File: src/rtl/aph_pkg.sv
// Package for the converter parallel host port: constants and carrier types
// Notes on behaviour
// - Busy output falls when a conversion finishes, serving as host interrupt.
// - Result is 10 bits on narrow variant, 12 bits on wide variant.
// - Device drives result onto data lines while output enable strobe is asserted.
// - Device appears as one memory-mapped location in the host map.
// - Conversion starts on start strobe falling edge; busy rises at once.
package aph_pkg;
    localparam int             APH_WIDE_W    = 12;              // Wide variant result
    localparam int             APH_NARROW_W  = 10;              // Narrow variant result
    localparam int             APH_FIFO_DEPTH = 16;             // Result buffer depth
    localparam int             APH_CLK_NS    = 50;              // Host clock period
    localparam int             APH_CONV_NS   = 600;             // Conversion time
    localparam int             APH_CONV_CYC  = (APH_CONV_NS + APH_CLK_NS - 1) / APH_CLK_NS;
    localparam logic [4:0]     APH_CONV_LAST = 5'(APH_CONV_CYC - 1);
    localparam logic [4:0]     APH_CNT_ZERO  = 5'h00;
    localparam logic [11:0]    APH_DATA_ZERO = 12'h000;

    // Result as it travels from the converter core into the buffer
    typedef struct packed {
        logic [APH_WIDE_W-1:0] code;
    } aph_result_t;

    // Host bus pins seen by the device
    typedef struct packed {
        logic cs_n;
        logic rd_n;
        logic conversion_start_n;
    } aph_host_in_t;

    typedef enum logic [1:0] {
        APH_IDLE,
        APH_CONVERT,
        APH_WAIT_HIGH
    } aph_state_t;
endpackage

File: src/rtl/aph_fifo.sv
// Result buffer with valid/ready on both sides
`timescale 1ns/100ps
module aph_fifo #(
    parameter int WIDTH = 12,
    parameter int DEPTH = 16
) (
    input  wire logic             clk,
    input  wire logic             resetn,
    input  wire logic [WIDTH-1:0] in_data,
    input  wire logic             in_valid,
    output logic                  in_ready,
    output logic      [WIDTH-1:0] out_data,
    output logic                  out_valid,
    input  wire logic             out_ready
);
    localparam int AW = $clog2(DEPTH);

    logic [WIDTH-1:0] mem_reg [DEPTH];
    logic [AW-1:0]    wr_reg, wr_next, rd_reg, rd_next;
    logic [AW:0]      cnt_reg, cnt_next;
    logic             push, pop;

    // Pointer and fill bookkeeping
    always_comb begin
        in_ready  = (cnt_reg != (AW+1)'(DEPTH));
        out_valid = (cnt_reg != '0);
        out_data  = mem_reg[rd_reg];
        push      = in_valid && in_ready;
        pop       = out_valid && out_ready;
        wr_next   = push ? AW'(wr_reg + 1'b1) : wr_reg;
        rd_next   = pop ? AW'(rd_reg + 1'b1) : rd_reg;
        cnt_next  = (AW+1)'(cnt_reg + {{AW{1'b0}}, push} - {{AW{1'b0}}, pop});
    end

    always_ff @(posedge clk or negedge resetn) begin
        if (!resetn) begin
            wr_reg  <= '0;
            rd_reg  <= '0;
            cnt_reg <= '0;
        end else begin
            wr_reg  <= wr_next;
            rd_reg  <= rd_next;
            cnt_reg <= cnt_next;
        end
    end

    // Storage, one entry per index
    always_ff @(posedge clk) begin
        if (push) begin
            mem_reg[wr_reg] <= in_data;
        end
    end
endmodule

File: src/rtl/aph_host_port.sv
// Converter host port: start strobe, busy, buffered result and data bus drive
`timescale 1ns/100ps
module aph_host_port #(
    parameter bit NARROW = 1'b0
) (
    input  wire logic                           clk,
    input  wire logic                           resetn,
    input  wire aph_pkg::aph_host_in_t          host_in,
    input  wire logic [aph_pkg::APH_WIDE_W-1:0] core_code,
    output logic                                busy,
    output logic      [aph_pkg::APH_WIDE_W-1:0] db_out,
    output logic      [aph_pkg::APH_WIDE_W-1:0] db_oe_n,
    output logic                                result_ready,
    output logic                                overrun
);
    aph_pkg::aph_state_t              st_reg, st_next;
    logic [4:0]                       cnt_reg, cnt_next;
    logic                             cs_prev_reg, rd_prev_reg;
    logic                             ovr_reg, ovr_next;
    logic [aph_pkg::APH_WIDE_W-1:0]   db_reg, db_next;
    logic [aph_pkg::APH_WIDE_W-1:0]   code_masked;
    logic                             sel, sel_prev, read_end;
    aph_pkg::aph_result_t             push_data, pop_data;
    logic                             push_valid, push_ready, pop_valid;

    // Narrow variant keeps only the low bits
    assign code_masked = NARROW ? (core_code & ((12'h001 << aph_pkg::APH_NARROW_W) - 12'h001))
                                : core_code;

    assign sel      = !host_in.cs_n && !host_in.rd_n;
    assign sel_prev = !cs_prev_reg && !rd_prev_reg;
    assign read_end = sel_prev && !sel; // one location, each read pops one result

    // Conversion sequencer
    always_comb begin
        st_next    = st_reg;
        cnt_next   = cnt_reg;
        push_valid = 1'b0;
        ovr_next   = sel ? 1'b0 : ovr_reg; // Read clears, a lost result below wins
        push_data.code = code_masked;
        case (st_reg)
            aph_pkg::APH_IDLE: begin
                if (!host_in.conversion_start_n) begin // falling edge seen
                    st_next  = aph_pkg::APH_CONVERT;
                    cnt_next = aph_pkg::APH_CNT_ZERO;
                end
            end
            aph_pkg::APH_CONVERT: begin
                if (cnt_reg == aph_pkg::APH_CONV_LAST) begin
                    push_valid = 1'b1; // busy drops with result
                    ovr_next   = ovr_next | !push_ready;
                    st_next    = aph_pkg::APH_WAIT_HIGH;
                end else begin
                    cnt_next = 5'(cnt_reg + 5'h01);
                end
            end
            aph_pkg::APH_WAIT_HIGH: begin
                if (host_in.conversion_start_n) begin
                    st_next = aph_pkg::APH_IDLE;
                end
            end
            default: st_next = aph_pkg::APH_IDLE;
        endcase
    end

    always_ff @(posedge clk or negedge resetn) begin
        if (!resetn) begin
            st_reg      <= aph_pkg::APH_IDLE;
            cnt_reg     <= aph_pkg::APH_CNT_ZERO;
            ovr_reg     <= 1'b0;
            cs_prev_reg <= 1'b1;
            rd_prev_reg <= 1'b1;
        end else begin
            st_reg      <= st_next;
            cnt_reg     <= cnt_next;
            ovr_reg     <= ovr_next;
            cs_prev_reg <= host_in.cs_n;
            rd_prev_reg <= host_in.rd_n;
        end
    end

    assign busy         = (st_reg == aph_pkg::APH_CONVERT);
    assign result_ready = pop_valid;
    assign overrun      = ovr_reg;

    aph_fifo #(
        .WIDTH (aph_pkg::APH_WIDE_W),
        .DEPTH (aph_pkg::APH_FIFO_DEPTH)
    ) u_fifo (
        .clk       (clk),
        .resetn    (resetn),
        .in_data   (push_data.code),
        .in_valid  (push_valid),
        .in_ready  (push_ready),
        .out_data  (pop_data.code),
        .out_valid (pop_valid),
        .out_ready (read_end)
    );

    // Output data register holds oldest result
    always_comb begin
        db_next = pop_valid ? pop_data.code : aph_pkg::APH_DATA_ZERO;
    end

    always_ff @(posedge clk or negedge resetn) begin
        if (!resetn) begin
            db_reg <= aph_pkg::APH_DATA_ZERO;
        end else begin
            db_reg <= db_next;
        end
    end

    // Bus drive only inside a read
    assign db_out  = db_reg;
    assign db_oe_n = {aph_pkg::APH_WIDE_W{!sel}};

    a_busy_length: assert property (@(posedge clk) disable iff (!resetn)
        $rose(busy) |-> busy [*8] ##1 busy [*4] ##1 !busy)
        else $error("busy length wrong");
    a_busy_push: assert property (@(posedge clk) disable iff (!resetn)
        $fell(busy) |-> $past(push_valid))
        else $error("busy fell without result");
    a_start_busy: assert property (@(posedge clk) disable iff (!resetn)
        (st_reg == aph_pkg::APH_IDLE && !host_in.conversion_start_n) |=> busy)
        else $error("busy did not rise on start");
    a_drive_sel: assert property (@(posedge clk) disable iff (!resetn)
        (db_oe_n[0] == 1'b0) |-> (!host_in.cs_n && !host_in.rd_n))
        else $error("bus driven outside read");
    a_drive_read: assert property (@(posedge clk) disable iff (!resetn)
        (!host_in.cs_n && !host_in.rd_n) |-> (db_oe_n == '0))
        else $error("bus not driven in read");
    a_narrow_bits: assert property (@(posedge clk) disable iff (!resetn)
        NARROW |-> (db_out[aph_pkg::APH_WIDE_W-1:aph_pkg::APH_NARROW_W] == '0))
        else $error("narrow result has high bits");
endmodule

File: config.mk
export PLATFORM = sky130hd
export DESIGN_NAME = aph_host_port
export DESIGN_NICKNAME = d
export VERILOG_FILES = /design/src/rtl/aph_pkg.sv /design/src/rtl/aph_fifo.sv /design/src/rtl/aph_host_port.sv
export SDC_FILE = /design/constraint.sdc
export NUM_CORES = 1
export LEC_CHECK = 0
export ABC_AREA = 1
export BUFFER_PORTS_ARGS = -buffer_cell sky130_fd_sc_hd__buf_4
export CORE_MARGIN = 5
export CORE_UTILIZATION = 53
export CTS_CLUSTER_DIAMETER = 60
export DETAILED_ROUTE_END_ITERATION = 7
export PLACE_DENSITY = 0.73
export RECOVER_POWER = 100
export SLEW_MARGIN = 0
export SYNTH_ARGS = -nofsm -noshare
export SYNTH_HDL_FRONTEND = slang
export SYNTH_SLANG_ARGS = --single-unit
File: constraint.sdc
create_clock -name clk -period 2.45 [get_ports clk]
set_input_delay 0.1225 -clock clk [delete_from_list [all_inputs] [get_ports clk]]
set_output_delay 0.1225 -clock clk [all_outputs]
set_load 0.01 [all_outputs]
==> metrics <==
startpoint types flip-flop; delay-heaviest family, CP adder cells; final hold violations 0; largest net degree at the start of global routing 98; top sig layer met4; total of max-cap violations 0; yosys warns 0; Synth top area share 60.8%; Mapped Nets 873; clock sinks 227; Sequential Power Share 40.7%; Vert. Die Dim 144 um; core area 0.0178 mm^2; DRT Pass-1 Iters 4; Static Leak 0.00418 uW; die area 0.0207 mm^2; minimum clock period 2.36 ns; Routed Antenna Nets 0; worst hold slack 0.300 ns; Cell Pwr Density 1070 mW/mm^2; wire length on met3 1.15 mm; CTS Buf Count 21; setup TNS 0 ns; Ports 44; Clock Tree Root clkbuf_16; M1 WL 9.12 mm; first-pass GRT wire length 32.3 mm; Net Sw Frac 36.2%; Max Fclk 0.423 GHz; synth-to-layout area growth 13.4%; Synth area leaders edfxtp_1, nand2_1, dfrtp_1, nand3_1, a21oi_1; top cells by count, synth nand2_1, edfxtp_1, nand3_1; Critical Path RT 2.83 ns; CTS tree built; DP HPWL 12.7 mm; Final period util 96.5%; Comb power frac 33.7%; mapped cell area 0.00949 mm^2; PortBufs 43; most frequent cell after synthesis nand2_1; DIE WIDTH 144 um; WL final 20.6 mm; share of cells above drive strength 1 11.0%; nets@finish 939; WL/cell 17.9 um; initial antenna violation count 0; worst-path cell chain inv_2 -> ha_1 -> nand4_1 -> nand2_2 -> inv_2 -> ha_1 -> inv_1 -> ha_2 -> inv_1 -> fa_2 -> o21ai_2 -> a21oi_2 -> xor2_1; Vias/cell 5.34; slowest CP cell dfrtp_1; Final Setup Violations 0; Hold Path Class input pin to flip-flop; clk slew on worst S/H paths 0.06 ns; clock tree buffer depth 3; flops & latches, synth 227; Worst Clk Skew 0.0138 ns; First DRT Iteration DRCs 652; WP buf/inv 4; Critical Path Max Stage Delay 0.40 ns; ys flop type edfxtp_1; async set-reset flop share out of synthesis 15.4%; Initial Util 53.3%; max reg flops 192; WS Path Type flip-flop to flip-flop; DRC 0; Worst Setup End Kind flip-flop; Total GRT Usage 20.3%; Cells after Synth 843; Remaining Overflow, GRT 0; DR vias 6154; Avg Inst Size Synth 11.3 um^2; worst vdd ir 0.913 mV; vias in the first global route 5856; dominant cell type by area after synthesis edfxtp_1; outcome completed; Netlist cell types 29; Switch Pwr 4150 uW; row count 49; P_int 7300 uW; Clk pwr share 25.6%; H-tree levels 1; met2 wire length 9.99 mm; Relative slew margins 32.8%; EDFF count, synth 192; Least-Margin Pin Slew 1.01 ns; number of antenna diodes 0; Seq/Total Area, Yosys 70.0%; fin. max-slew vios 0; worst path arrival time 2.74 ns; Clock Latency Late Sink 0.50 ns; Max FO, Critical Path 2; GP Congestion 0.801
[metal layers]
| metal | up-vias | global-route usage [%] |
|---|---|---|
| met5 | - | 0 |
| met4 | 0 | 5.05 |
| met3 | 31 | 2.26 |
| met2 | 207 | 33.2 |
| met1 | 2964 | 29.6 |
| li1 | 2952 | - |
[per-stage QoR]
step | cell area (um^2) | total power (uW) | cells | setup slack, ns | utilization (%)
after floorplan | 9490 | 7380 | 843 | 0.0169 | -
after global placement | 10100 | 8490 | 1098 | 0.0499 | 56.8
after detailed placement | 10100 | 8580 | 1098 | -0.00514 | 56.8
after CTS | 10900 | 11500 | 1152 | 0.00923 | 61.2
after global routing | 10800 | 12200 | 1153 | -0.0522 | 60.5
final | 10800 | 11500 | 1153 | 0.0853 | 60.5
[power by group through the flow]
stage | clock [uW] | sequential [uW] | combinational, uW
after global placement | 0 | 4720 | 3760
final | 2930 | 4670 | 3860
after CTS | 2980 | 4660 | 3900
after global routing | 3150 | 4700 | 4320
after detailed placement | 0 | 4740 | 3840
after floorplan | 0 | 4740 | 2640
[cell type report]
class                           instances  area (um^2)
Multi-Input combinational cell        532         2470
Clock buffer                           32          577
Clock inverter                          6         32.5
Fill cell                            1391         7030
Timing Repair Buffer                   91          604
Sequential cell                       227         6650
Tap cell                              229          287
Inverter                               36          138
[what timing repair did]
item                                   CTS  global route
setup endpoints to repair                1             1
setup buffers                            0             1
gates resized for setup                  1            10
pin swaps                                0             4
endpoints found under the hold margin  231             0
hold buffers                            16             0
[placed cells by master (no fill, tap or decap), drive strengths merged]
cell | synthesis | final
clkinv | 1 | 6
dlygate4sd3 | 0 | 16
dfstp | 2 | 2
a21oi | 40 | 40
fa | 1 | 1
nand3 | 70 | 70
edfxtp | 192 | 192
dfrtp | 33 | 33
nand2 | 325 | 325
nor3 | 17 | 17
xor2 | 7 | 7
buf | 45 | 34
o31ai | 1 | 1
xnor2 | 2 | 2
nand3b | 1 | 1
o21ai | 12 | 12
nand4 | 3 | 3
nor2 | 40 | 40
inv | 35 | 36
or2 | 1 | 1
ha | 12 | 12
clkbuf | 3 | 73
[cells by family (layout without fill, tap and decap cells)]
kind of cell	Yosys count	count (layout)	synth area share [%]
AOI/OAI and AO/OA	53	53	2.82
xor gates and xnor gates	9	9	0.831
adders and majority gates	13	13	1.79
buffers and inverters	84	165	4.92
DFF	227	227	70.0
and+or+nand+nor	457	457	19.6
[worst register-to-register path: stages, from the launching register on]
cell,delay (ns)
dfrtp_1,0.40
inv_2,0.07
ha_1,0.16
nand4_1,0.13
nand2_2,0.11
inv_2,0.04
ha_1,0.29
inv_1,0.07
ha_2,0.19
inv_1,0.06
fa_2,0.40
o21ai_2,0.13
a21oi_2,0.06
xor2_1,0.13
[worst paths after layout]
kind | from | to | slack [ns] | cells after the start
max in group asynchronous | resetn | cnt_reg[0] | 1.42 | 2
worst max-delay path | u_fifo.cnt_reg[3] | u_fifo.cnt_reg[4] | 0.09 | 13
worst max register to register | u_fifo.cnt_reg[3] | u_fifo.cnt_reg[4] | 0.09 | 13
worst min register to register | st_reg[0] | st_reg[1] | 0.47 | 1
min in group asynchronous | resetn | db_out[4] | 0.34 | 2
worst min-delay path | host_in[2] | cs_prev_reg | 0.30 | 2
No activity file was read; power rests on OpenSTA's default activity.
